## config.mk

```make
export PLATFORM = sky130hd
export DESIGN_NAME = ssb_serial_status
export DESIGN_NICKNAME = d
export VERILOG_FILES = /design/src/ssb_serial_status.v
export VERILOG_INCLUDE_DIRS = /design/src
export SDC_FILE = /design/constraint.sdc
export NUM_CORES = 1
export LEC_CHECK = 0
export BUFFER_PORTS_ARGS = -buffer_cell sky130_fd_sc_hd__clkbuf_2
export CAP_MARGIN = 20
export CORE_MARGIN = 5
export CORE_UTILIZATION = 55
export DETAILED_ROUTE_END_ITERATION = 16
export PLACE_DENSITY = 0.83
export SYNTH_ARGS = -nofsm -noshare
export SYNTH_HDL_FRONTEND = slang
export SYNTH_SLANG_ARGS = --single-unit
```

## constraint.sdc

```tcl
create_clock -name pclk -period 7.2 [get_ports pclk]
set_input_delay 0.36 -clock pclk [delete_from_list [all_inputs] [get_ports pclk]]
set_output_delay 0.36 -clock pclk [all_outputs]
set_load 0.05 [all_outputs]
```

## src/ssb_serial_consts.vh

```
// Constants for the serial status and bit rate block.
`ifndef SSB_SERIAL_CONSTS_VH
`define SSB_SERIAL_CONSTS_VH
// ****************************************
// Register byte offsets
// ****************************************
`define SSB_OFS_STATUS    8'h00
`define SSB_OFS_DIVISOR   8'h04
`define SSB_OFS_MODE      8'h08
`define SSB_OFS_CONTROL   8'h0C
`define SSB_OFS_TXHOLD    8'h10
`define SSB_OFS_RXHOLD    8'h14
`define SSB_OFS_INTSTAT   8'h18
`define SSB_OFS_INTEN     8'h1C
`define SSB_OFS_INTCLR    8'h20
// ****************************************
// Status register fields
// ****************************************
`define SSB_ST_TXE        7
`define SSB_ST_RXF        6
`define SSB_ST_PER        3
`define SSB_ST_TRANSMIT_DONE_FLAG       2
`define SSB_ST_MPB        1
`define SSB_ST_MULTIPROC_BIT_TO_SEND       0
// ****************************************
// Mode and control register fields
// ****************************************
`define SSB_MD_CKS_LO     0
`define SSB_MD_CKS_HI     1
`define SSB_MD_ODD        2
`define SSB_MD_PAR_EN     3
`define SSB_MD_MP_FMT     4
`define SSB_MD_SYNC       5
`define SSB_CT_RX_ON      0
`define SSB_CT_TX_ON      1
// ****************************************
// Interrupt event bits
// ****************************************
`define SSB_EV_PER        0
`define SSB_EV_TRANSMIT_DONE_FLAG       1
`define SSB_EV_RXF        2
`define SSB_EV_TXE        3
`define SSB_EV_W          4
// ****************************************
// Reset values and prescaler taps
// ****************************************
`define SSB_DIV_RST       8'hFF
`define SSB_MODE_RST      6'h00
`define SSB_CTRL_RST      2'h0
`define SSB_PRE_W         6
`define SSB_PRE_DIV4      6'h03
`define SSB_PRE_DIV16     6'h0F
`define SSB_PRE_DIV64     6'h3F
`endif

```

## src/ssb_serial_status.v

```verilog
// Status flags, multiprocessor bits and bit rate generator of one serial channel.
`timescale 1ns/1ns
`default_nettype none
`include "ssb_serial_consts.vh"

// Summary of operation
// - Parity error flag clears on reset, standby, or zero write after reading it set.
// - Parity error flag sets when received ones count disagrees with selected parity.
// - Turning the receiver off leaves the parity error flag as it was.
// - A parity-errored character still lands in rx_holding, without setting full.
// - Parity error blocks reception, and in synchronous mode transmission too.
// - Transmit done flag is read only; writes to its bit do nothing.
// - Transmit done clears on software clear of empty flag or dma tx write.
// - Transmit done sets on reset, standby, tx_on low, or last bit while empty.
// - Async multiprocessor reception stores the received multiprocessor bit, read only.
// - Turning the receiver off keeps the stored multiprocessor bit.
// - Async multiprocessor transmission appends the multiproc_bit_to_send value; resets to zero.
// - multiproc_bit_to_send is ignored in sync mode, non-mp format, or idle.
// - Bit rate comes from the 8-bit divisor and the two-bit clock source select.
// - Divisor is always read-writable and loads all ones on reset and standby.
// - Each channel has its own divisor and generator, one instance per channel.
// - Status flags accept only zero writes, clearing only after being read set.
module ssb_serial_status (
    input  wire        pclk,
    input  wire        presetn,
    input  wire        psel,
    input  wire        penable,
    input  wire        pwrite,
    input  wire [7:0]  paddr,
    input  wire [31:0] pwdata,
    output wire        pready,
    output wire        pslverr,
    output reg  [31:0] prdata,
    input  wire        standby,
    input  wire        rx_char_done,
    input  wire [7:0]  rx_char_data,
    input  wire        rx_char_parity,
    input  wire        rx_char_mpb,
    input  wire        tx_load,
    input  wire        tx_last_bit,
    input  wire        tx_busy,
    input  wire        dma_tx_write,
    input  wire [7:0]  dma_tx_data,
    input  wire        dma_rx_read,
    output wire [7:0]  tx_holding,
    output wire        tx_mpb_out,
    output wire        rx_block,
    output wire        tx_block,
    output wire        baud_tick,
    output wire        irq
);
    // ****************************************
    // Register state
    // ****************************************
    reg  [7:0]           div_q;
    reg  [5:0]           mode_q;
    reg  [1:0]           ctrl_q;
    reg  [7:0]           txh_q;
    reg  [7:0]           rxh_q;
    reg                  txe_q;
    reg                  rxf_q;
    reg                  per_q;
    reg                  transmit_done_flag_q;
    reg                  mpb_q;
    reg                  multiproc_bit_to_send_q;
    reg                  txe_arm_q;
    reg                  rxf_arm_q;
    reg                  per_arm_q;
    reg  [`SSB_EV_W-1:0] ist_q;
    reg  [`SSB_EV_W-1:0] ien_q;
    reg  [`SSB_PRE_W-1:0] pre_q;
    reg  [7:0]           cnt_q;
    reg                  tick_q;
    reg  [`SSB_EV_W-1:0] ev;
    reg                  hit;
    reg  [31:0]          rd_d;

    wire        wr_acc   = psel & penable & pwrite;
    wire        rd_acc   = psel & penable & ~pwrite;
    wire        rd_setup = psel & ~penable & ~pwrite;
    wire        is_sync  = mode_q[`SSB_MD_SYNC];
    wire        mp_fmt   = mode_q[`SSB_MD_MP_FMT] & ~is_sync;
    wire        rx_on    = ctrl_q[`SSB_CT_RX_ON];
    wire        tx_on    = ctrl_q[`SSB_CT_TX_ON];
    wire        wr_st    = wr_acc & (paddr == `SSB_OFS_STATUS);
    wire [7:0]  status   = {txe_q, rxf_q, 2'h0, per_q, transmit_done_flag_q, mpb_q, multiproc_bit_to_send_q};

    // ****************************************
    // Register decode
    // ****************************************
    // Every register is one aligned word; unmapped offsets read zero with an error.
    wire        wr_div   = wr_acc & (paddr == `SSB_OFS_DIVISOR);
    wire        wr_mode  = wr_acc & (paddr == `SSB_OFS_MODE);
    wire        wr_ctrl  = wr_acc & (paddr == `SSB_OFS_CONTROL);
    wire        wr_ien   = wr_acc & (paddr == `SSB_OFS_INTEN);
    wire        wr_iclr  = wr_acc & (paddr == `SSB_OFS_INTCLR);
    wire        rd_st    = rd_acc & (paddr == `SSB_OFS_STATUS);

    // ****************************************
    // Receive acceptance and parity check
    // ****************************************
    // A blocked receiver drops the character: the engine is told via rx_block.
    wire rx_take  = rx_char_done & rx_on & ~per_q;
    wire par_bad  = mode_q[`SSB_MD_PAR_EN] & ~is_sync &
                    ((^rx_char_data ^ rx_char_parity) != mode_q[`SSB_MD_ODD]);
    wire per_set  = rx_take & par_bad;
    wire rxf_set  = rx_take & ~par_bad;
    wire per_clr  = wr_st & per_arm_q & ~pwdata[`SSB_ST_PER];
    wire rxf_clr  = (wr_st & rxf_arm_q & ~pwdata[`SSB_ST_RXF]) | dma_rx_read;
    wire cpu_txw  = wr_acc & (paddr == `SSB_OFS_TXHOLD);
    wire txe_swc  = wr_st & txe_arm_q & ~pwdata[`SSB_ST_TXE];
    wire txe_set  = tx_load | ~tx_on;
    wire txe_clr  = txe_swc | dma_tx_write;
    wire transmit_done_flag_set = ~tx_on | (tx_last_bit & txe_q);
    wire transmit_done_flag_clr = txe_swc | dma_tx_write;

    assign rx_block   = per_q;
    assign tx_block   = per_q & is_sync;
    assign tx_mpb_out = multiproc_bit_to_send_q & mp_fmt & tx_busy & tx_on;
    assign tx_holding = txh_q;

    // ****************************************
    // Status flags
    // ****************************************
    // Standby acts as a synchronous copy of the reset for every flag.
    // Each flag tests its set term first, so a same-cycle clear loses.
    always @(posedge pclk or negedge presetn) begin
        if (!presetn)
            per_q <= 1'b0;
        else if (standby)
            per_q <= 1'b0;
        else if (per_set)
            per_q <= 1'b1;
        else if (per_clr)
            per_q <= 1'b0;
    end

    always @(posedge pclk or negedge presetn) begin
        if (!presetn)
            rxf_q <= 1'b0;
        else if (standby)
            rxf_q <= 1'b0;
        else if (rxf_set)
            rxf_q <= 1'b1;
        else if (rxf_clr)
            rxf_q <= 1'b0;
    end

    always @(posedge pclk or negedge presetn) begin
        if (!presetn)
            txe_q <= 1'b1;
        else if (standby)
            txe_q <= 1'b1;
        else if (txe_set)
            txe_q <= 1'b1;
        else if (txe_clr)
            txe_q <= 1'b0;
    end

    always @(posedge pclk or negedge presetn) begin
        if (!presetn)
            transmit_done_flag_q <= 1'b1;
        else if (standby)
            transmit_done_flag_q <= 1'b1;
        else if (transmit_done_flag_set)
            transmit_done_flag_q <= 1'b1;
        else if (transmit_done_flag_clr)
            transmit_done_flag_q <= 1'b0;
    end

    always @(posedge pclk or negedge presetn) begin
        if (!presetn)
            mpb_q <= 1'b0;
        else if (standby)
            mpb_q <= 1'b0;
        else if (rx_take & mp_fmt)
            mpb_q <= rx_char_mpb;
    end

    always @(posedge pclk or negedge presetn) begin
        if (!presetn)
            rxh_q <= 8'h00;
        else if (standby)
            rxh_q <= 8'h00;
        else if (rx_take)
            rxh_q <= rx_char_data;
    end

    always @(posedge pclk or negedge presetn) begin
        if (!presetn)
            txh_q <= 8'h00;
        else if (standby)
            txh_q <= 8'h00;
        else if (dma_tx_write)
            txh_q <= dma_tx_data;
        else if (cpu_txw)
            txh_q <= pwdata[7:0];
    end

    // ****************************************
    // Read-then-clear arming
    // ****************************************
    // A flag is armed only by a read that saw it set; any status write disarms.
    // Arming follows the captured read data, so a flag that sets between setup
    // and access cannot be cleared by software that never saw it set.
    always @(posedge pclk or negedge presetn) begin
        if (!presetn)
            per_arm_q <= 1'b0;
        else if (standby | wr_st)
            per_arm_q <= 1'b0;
        else if (rd_st)
            per_arm_q <= prdata[`SSB_ST_PER];
    end

    always @(posedge pclk or negedge presetn) begin
        if (!presetn)
            rxf_arm_q <= 1'b0;
        else if (standby | wr_st)
            rxf_arm_q <= 1'b0;
        else if (rd_st)
            rxf_arm_q <= prdata[`SSB_ST_RXF];
    end

    always @(posedge pclk or negedge presetn) begin
        if (!presetn)
            txe_arm_q <= 1'b0;
        else if (standby | wr_st)
            txe_arm_q <= 1'b0;
        else if (rd_st)
            txe_arm_q <= prdata[`SSB_ST_TXE];
    end

    // ****************************************
    // Software registers
    // ****************************************
    always @(posedge pclk or negedge presetn) begin
        if (!presetn)
            div_q <= `SSB_DIV_RST;
        else if (standby)
            div_q <= `SSB_DIV_RST;
        else if (wr_div)
            div_q <= pwdata[7:0];
    end

    always @(posedge pclk or negedge presetn) begin
        if (!presetn)
            mode_q <= `SSB_MODE_RST;
        else if (standby)
            mode_q <= `SSB_MODE_RST;
        else if (wr_mode)
            mode_q <= pwdata[5:0];
    end

    always @(posedge pclk or negedge presetn) begin
        if (!presetn)
            ctrl_q <= `SSB_CTRL_RST;
        else if (standby)
            ctrl_q <= `SSB_CTRL_RST;
        else if (wr_ctrl)
            ctrl_q <= pwdata[1:0];
    end

    always @(posedge pclk or negedge presetn) begin
        if (!presetn)
            multiproc_bit_to_send_q <= 1'b0;
        else if (standby)
            multiproc_bit_to_send_q <= 1'b0;
        else if (wr_st)
            multiproc_bit_to_send_q <= pwdata[`SSB_ST_MULTIPROC_BIT_TO_SEND];
    end

    always @(posedge pclk or negedge presetn) begin
        if (!presetn)
            ien_q <= {`SSB_EV_W{1'b0}};
        else if (standby)
            ien_q <= {`SSB_EV_W{1'b0}};
        else if (wr_ien)
            ien_q <= pwdata[`SSB_EV_W-1:0];
    end

    // ****************************************
    // Interrupt status
    // ****************************************
    // Clear by writing one; an event in the clear cycle keeps its bit set.
    genvar g;
    generate
        for (g = 0; g < `SSB_EV_W; g = g + 1) begin : g_ist
            always @(posedge pclk or negedge presetn) begin
                if (!presetn)
                    ist_q[g] <= 1'b0;
                else if (standby)
                    ist_q[g] <= 1'b0;
                else if (ev[g])
                    ist_q[g] <= 1'b1;
                else if (wr_iclr & pwdata[g])
                    ist_q[g] <= 1'b0;
            end
        end
    endgenerate

    always @* begin
        ev = {`SSB_EV_W{1'b0}};
        ev[`SSB_EV_PER]  = per_set;
        ev[`SSB_EV_TRANSMIT_DONE_FLAG] = tx_last_bit & txe_q;
        ev[`SSB_EV_RXF]  = rxf_set;
        ev[`SSB_EV_TXE]  = tx_load;
    end

    assign irq = |(ist_q & ien_q);

    // ****************************************
    // Baud rate generator
    // ****************************************
    // The prescaler picks the input clock, the divisor counts N+1 of its ticks.
    reg  [`SSB_PRE_W-1:0] pre_top;
    always @* begin
        case ({mode_q[`SSB_MD_CKS_HI], mode_q[`SSB_MD_CKS_LO]})
            2'h0:    pre_top = {`SSB_PRE_W{1'b0}};
            2'h1:    pre_top = `SSB_PRE_DIV4;
            2'h2:    pre_top = `SSB_PRE_DIV16;
            default: pre_top = `SSB_PRE_DIV64;
        endcase
    end
    wire pre_tick = (pre_q >= pre_top);

    always @(posedge pclk or negedge presetn) begin
        if (!presetn) begin
            pre_q  <= {`SSB_PRE_W{1'b0}};
            cnt_q  <= `SSB_DIV_RST;
            tick_q <= 1'b0;
        end else if (standby | ~(tx_on | rx_on)) begin
            pre_q  <= {`SSB_PRE_W{1'b0}};
            cnt_q  <= div_q;
            tick_q <= 1'b0;
        end else begin
            pre_q  <= pre_tick ? {`SSB_PRE_W{1'b0}} : pre_q + 1'b1;
            tick_q <= pre_tick & (cnt_q == 8'h00);
            if (pre_tick)
                cnt_q <= (cnt_q == 8'h00) ? div_q : cnt_q - 8'h01;
        end
    end
    assign baud_tick = tick_q;

    // ****************************************
    // APB slave
    // ****************************************
    // Read data is captured in the setup phase so it leaves a flip-flop.
    always @* begin
        hit  = 1'b1;
        rd_d = 32'h0000_0000;
        case (paddr)
            `SSB_OFS_STATUS:  rd_d[7:0] = status;
            `SSB_OFS_DIVISOR: rd_d[7:0] = div_q;
            `SSB_OFS_MODE:    rd_d[5:0] = mode_q;
            `SSB_OFS_CONTROL: rd_d[1:0] = ctrl_q;
            `SSB_OFS_TXHOLD:  rd_d[7:0] = txh_q;
            `SSB_OFS_RXHOLD:  rd_d[7:0] = rxh_q;
            `SSB_OFS_INTSTAT: rd_d[`SSB_EV_W-1:0] = ist_q;
            `SSB_OFS_INTEN:   rd_d[`SSB_EV_W-1:0] = ien_q;
            `SSB_OFS_INTCLR:  rd_d = 32'h0000_0000;
            default:          hit = 1'b0;
        endcase
    end

    always @(posedge pclk or negedge presetn) begin
        if (!presetn)
            prdata <= 32'h0000_0000;
        else if (rd_setup)
            prdata <= rd_d;
    end

    // No wait states: every access completes in its first access cycle.
    assign pready  = 1'b1;
    assign pslverr = psel & penable & ~hit;

endmodule // ssb_serial_status
`default_nettype wire

```

### Word-level counts from Yosys, hierarchy flattened

Cells that the tools add are included.

* input port bits: 70
* register bits after elaboration: 72
* memories kept: 0
* memory bits (read-only): 0
* output and inout bits: 47
* bits in writable memories: 0
* word-level logic and storage cells: 177
* latch bits: 0

* bitwise logic cells: 58
* $lt $le $gt $ge: 1
* equal/unequal tests: 11
* shifts and indexed selects: 0
* reduce and logical (&&, ||, !) cells: 24
* divide/modulo/power cells: 0
* multipliers: 0
* mux-type cells: 58
* $add $sub $neg: 2

Operators by type and width (count)
* 2-to-1 mux 8 bit: 10
* bitwise AND 1 bit: 38
* 2-to-1 mux 1 bit: 35
* == test 8 x 5 -> 1 bit, second input constant: 4
* nonzero test 3 bit: 9
* 2-to-1 mux 6 bit: 4
* case mux 6 bit (3 select lines): 1
* nonzero test 2 bit: 9
* == test 8 x 4 -> 1 bit, second input constant: 2
* zero test 8 bit: 2
* case mux 2 bit (4 select lines): 2
* case mux 2 bit (8 select lines): 1
* case mux 2 bit (7 select lines): 1
* NOT 1 bit: 11
* OR reduction 9 bit: 1
* == test 8 x 3 -> 1 bit, second input constant: 1
* == test 8 x 6 -> 1 bit, second input constant: 1
* 2-to-1 mux 4 bit: 2
* XOR reduction 8 bit: 1
* subtractor 8 x 1 -> 8 bit, second input constant: 1
* OR 1 bit: 7
* adder 6 x 1 -> 6 bit, second input constant: 1
* >= comparator 6 bit: 1
* bitwise AND 4 bit: 1
* other kinds (7): 8

### Longest topological paths before layout

* depth after elaboration: 9
* gate-level depth with buffers: 8
* depth with buffers taken out: 7

### Worst setup path after synthesis

Ideal clock, no wire load.

* kind: register to register
* from: register mode_q[1]
* to: register cnt_q[1]
* setup time: 82 ps
* data required time: 7118 ps
* period minus slack after synthesis: 2257 ps
* buffers on the path: 1
* slack: 4943 ps
* cell stages (with the launch flop): 9
* arrival: 2174 ps
* path through: dfrtp_1 or2_2 ha_1 nand2b_1 a211oi_1 and2_1 clkbuf_1 nor2_1 mux2_2

* word-level cells in the longest chain between the ends: 4
* elaborated cells between the ends (all ways): 6
* those cells by class: order compare: 1; eq/ne: 2; mux: 1; reduce/logical: 2

RTL lines
* from (decl): line ssb_serial_status.v:56 `reg [5:0] mode_q;`
* from (signal assigned): line ssb_serial_status.v:247 `` mode_q <= `SSB_MODE_RST; ``
* from (signal assigned): line ssb_serial_status.v:249 `` mode_q <= `SSB_MODE_RST; ``
* from (signal assigned): line ssb_serial_status.v:251 `mode_q <= pwdata[5:0];`
* == test 2 bit, or another cell as far along: line ssb_serial_status.v:317 `` case ({mode_q[`SSB_MD_CKS_HI], mode_q[`SSB_MD_CKS_LO]}) ``
* case mux 6 bit (3 select lines) (*): line ssb_serial_status.v:317
* >= comparator 6 bit (*): line ssb_serial_status.v:324 `wire pre_tick = (pre_q >= pre_top);`
* nonzero test 2 bit (no line) (*)
* to (signal assigned): line ssb_serial_status.v:329 `` cnt_q <= `SSB_DIV_RST; ``
* to (signal assigned): line ssb_serial_status.v:333 `cnt_q <= div_q;`
* to (signal assigned): line ssb_serial_status.v:339 `cnt_q <= (cnt_q == 8'h00) ? div_q : cnt_q - 8'h01;`
* to (decl): line ssb_serial_status.v:72 `reg [7:0] cnt_q;`

Mark *: on every way between the ends. The rest lies on a longest branch, timed or not.
A chain may end at the register's enable or synchronous reset.

### Worst setup path after layout

Same ends and word-level chain as after synthesis.

==> impl_results.md <==
* Run status: complete, no violations
* Syn avg cell area at 9.37 µm²
* Final Util at 62.4%
* Global route total overflow at 0
* Hold WC Path Type: input port to async pin
* Final Critical Period at 2.55 ns
* Synth Register Bits at 72
* Switching share of power at 30.6%
* Final Max Slew Viols at 0
* GP Congestion at 0.977
* Rel. slew slack at 40.3%
* Post-cts sizing count at 0
* Clk pwr share at 37.6%
* Max clock buf depth at 2
* Diode count at 0
* Largest stage delay on the critical path at 0.45 ns
* Post-CTS Setup Bufs at 0
* Gate count of the mapped netlist at 452
* Crit path max-delay family: simple AND/OR/NAND/NOR gates
* Die area at 0.00955 mm²
* Hpwl dp at 8.06 mm
* NetSw at 0.268 mW
* Initial DRT Pass Iterations at 5
* Fraction of registers with async set/reset at 100%
* RSZ-0062 raised after global routing: false
* Setup Viol. Count Final at 0
* Tot GR Track Use at 23.3%
* Largest net degree at the start of global routing at 73
* Core Footprint at 0.00761 mm²
* Root Buffer: clkbuf_8
* TritonCTS buffer count at 9
* EDFF count, synth at 0
* CTS tree: yes
* Share of cells above drive strength 1 at 25.2%
* CP Class: flop to flop
* Routed WL at 11.1 mm
* Final setup TNS at 0 ns
* PortBufs at 67
* Finished Cell Area at 0.00475 mm²
* Max Cap Viol at 0
* # DRC at 0
* Cell Pwr Density at 184 mW/mm²
* Via density at 5.99
* Post-route ant nets at 0
* Vias in the first global route at 3,516
* CP startpoint kind: flop
* Clk pin slew, worst setup/hold paths at 0.08 ns
* Initial core utilization at 55.7%
* Int Pwr at 0.608 mW
* Initial DRC count at 405
* Area growth syn-to-layout at 12.2%
* Peak VDD IR at 0.000153 V
* Dpl cell area at 0.00454 mm²
* H-tree lvl count at 3
* Register area share after synthesis at 43.1%
* Initial antenna violation count at 0
* Worst skew pair latency at 0.35 ns
* Die height at 97.7 µm
* Die Wd at 97.7 µm
* Clk sinks at 72
* Final hold violation count at 0
* Ys Warns at 0
* Worst slew pin tran at 0.895 ns
* IO Count at 117
* Post-CTS Hold Fix Bufs at 0
* Row cnt at 32
* Wire per inst at 18.0 µm
* Netlist cell types at 58
* Crit. End Element: flop
* Finished Layout Cells at 618
* Final period util at 35.5%
* Global-route wire length before repair at 17.6 mm
* Vias at 3,703
* Combinational Power Share at 14.8%
* Top_reg_cell synth: dfrtp_1
* Leak pwr at 2.12 nW
* Worst EP arrival at 2.84 ns
* Critical path required time at 7.49 ns
* Synth Cell Area at 0.00423 mm²
* Skew final at 0.00804 ns
* CP Buf/Inv Count at 0
* Max FO, Critical Path at 10
* Cells along the critical path: or2_2 -> ha_1 -> nand2b_1 -> a211oi_1 -> and2_1 -> nor2_1 -> mux2_2
* Placed cells at 601
* Fmax at 392 MHz
* CP max stage cell: dfrtp_1
* Fin nets at 588
* Reg power frac at 47.6%
final timing paths:
| kind | start | end | slack [ns] | depth (start not counted) |
|---|---|---|---|---|
| max | mode_q[1]$_DFFE_PN0P_ | cnt_q[1]$_DFFE_PN1P_ | 4.65 | 7 |
| min | presetn | tx_holding[5]$_DFFE_PN0P_ | 0.22 | 2 |
| max reg2reg | mode_q[1]$_DFFE_PN0P_ | cnt_q[1]$_DFFE_PN1P_ | 4.65 | 7 |
| min reg2reg | prdata[4]$_DFFE_PN0P_ | prdata[4]$_DFFE_PN0P_ | 0.49 | 2 |
| max in group asynchronous | presetn | prdata[4]$_DFFE_PN0P_ | 6.41 | 2 |
| min in group pclk | tx_load | txe_q$_DFFE_PN1P_ | 0.22 | 2 |
Yosys cell counts (4+ instances only):
cell type  count  area [µm²]
nand2_1       64         240
dfrtp_1       54        1350
nor2_1        42         158
mux2i_1       34         340
buf_4         25         188
a21oi_1       23         115
dfstp_2       18         473
o21ai_0       17        85.1
clkbuf_1      13        48.8
nand3_1       13        65.1
o31ai_1       12        90.1
inv_1         11        41.3
nor3_1        11        55.1
xnor2_1        8        70.1
a22oi_1        7        52.6
ha_1           7        87.6
mux2_2         7        78.8
and2_1         5        31.3
a31oi_1        4        25.0
buf_1          4        15.0
nand2b_1       4        25.0
nor4_1         4        25.0
o2bb2a_1       4        40.0
or3b_2         4        35.0
per-stage QoR:
| step | power, mW | hold slack (ns) | setup WS (ns) |
|---|---|---|---|
| 3_5_place_dp | 0.552 | 0.477 | 4.57 |
| 2_1_floorplan | 0.519 | 0.0644 | 4.94 |
| 6_report | 0.876 | 0.217 | 4.65 |
| 5_1_grt | 0.904 | 0.222 | 4.53 |
| 4_1_cts | 0.877 | 0.209 | 4.64 |
| 3_3_place_gp | 0.550 | 0.466 | 4.57 |
registers in the layout (all words and copies together), names as in the netlist, 2 cells and up:
register    cells
cnt_q           8
div_q           8
prdata          8
rxh_q           8
tx_holding      8
mode_q          6
pre_q           6
ien_q           4
ist_q           4
ctrl_q          2
layout make-up:
type,count,area [µm²]
Clock buffer,9,124
Sequential cell,72,1820
Inverter,11,41.3
Clock inverter,7,80.1
Multi-Input combinational cell,347,2190
Timing Repair Buffer,70,358
Tap cell,102,128
Fill cell,645,2860
placed cells by master, fill, tap and decap left out, types with 3 or more instances in the layout:
master,synthesis,layout
clkbuf_2,0,66
nand2_1,64,64
dfrtp_1,54,54
nor2_1,42,42
mux2i_1,34,34
conb_1,2,25
a21oi_1,23,23
dfstp_2,18,18
o21ai_0,17,17
nand3_1,13,13
o31ai_1,12,12
inv_1,11,11
nor3_1,11,11
clkbuf_8,0,9
xnor2_1,8,8
a22oi_1,7,7
mux2_2,7,7
ha_1,7,7
and2_1,5,5
nand2b_1,4,4
nor4_1,4,4
a31oi_1,4,4
or3b_2,4,4
o2bb2a_1,4,4
xor2_1,3,3
a31o_2,3,3
nor3b_1,3,3
nand4b_1,3,3
nor2b_1,3,3
and3_1,3,3
nand4_1,3,3
buf_4,25,3
worst reg2reg max path: cells and delay by family, from the launching register on:
family                     cells  cell delay (ns)
DFF                            1             0.45
AOI/OAI and AO/OA              1             0.31
and+or+nand+nor                4             1.13
adders and majority gates      1             0.27
muxes                          1             0.32
power by group through the flow:
stage	Combinational, mW	Sequential (mW)	Clock [mW]
5_1_grt	0.138	0.417	0.349
2_1_floorplan	0.0826	0.437	0
6_report	0.130	0.417	0.329
3_3_place_gp	0.127	0.424	0
3_5_place_dp	0.128	0.424	0
4_1_cts	0.128	0.416	0.332
logic make-up (layout without fill, tap and decap cells):
family                     after synthesis  after routing  share of synthesized area, %
AOI/OAI and AO/OA                       89             89                          14.1
xor gates and xnor gates                12             12                          2.81
adders and majority gates                7              7                          2.07
buffers and inverters                   56             97                          7.27
DFF                                     72             72                          43.1
muxes                                   43             43                          11.0
other                                    2             25                         0.177
and+or+nand+nor                        171            171                          19.5
metal layers:
metal	vias up	global-route usage, %	part of all wire [%]
li1	1678	-	-
met1	1789	31.5	42
met2	212	36.5	47
met3	24	5.29	8.7
met4	0	9.16	2.6
met5	-	0	0
No activity file was read; power rests on OpenSTA's default activity.
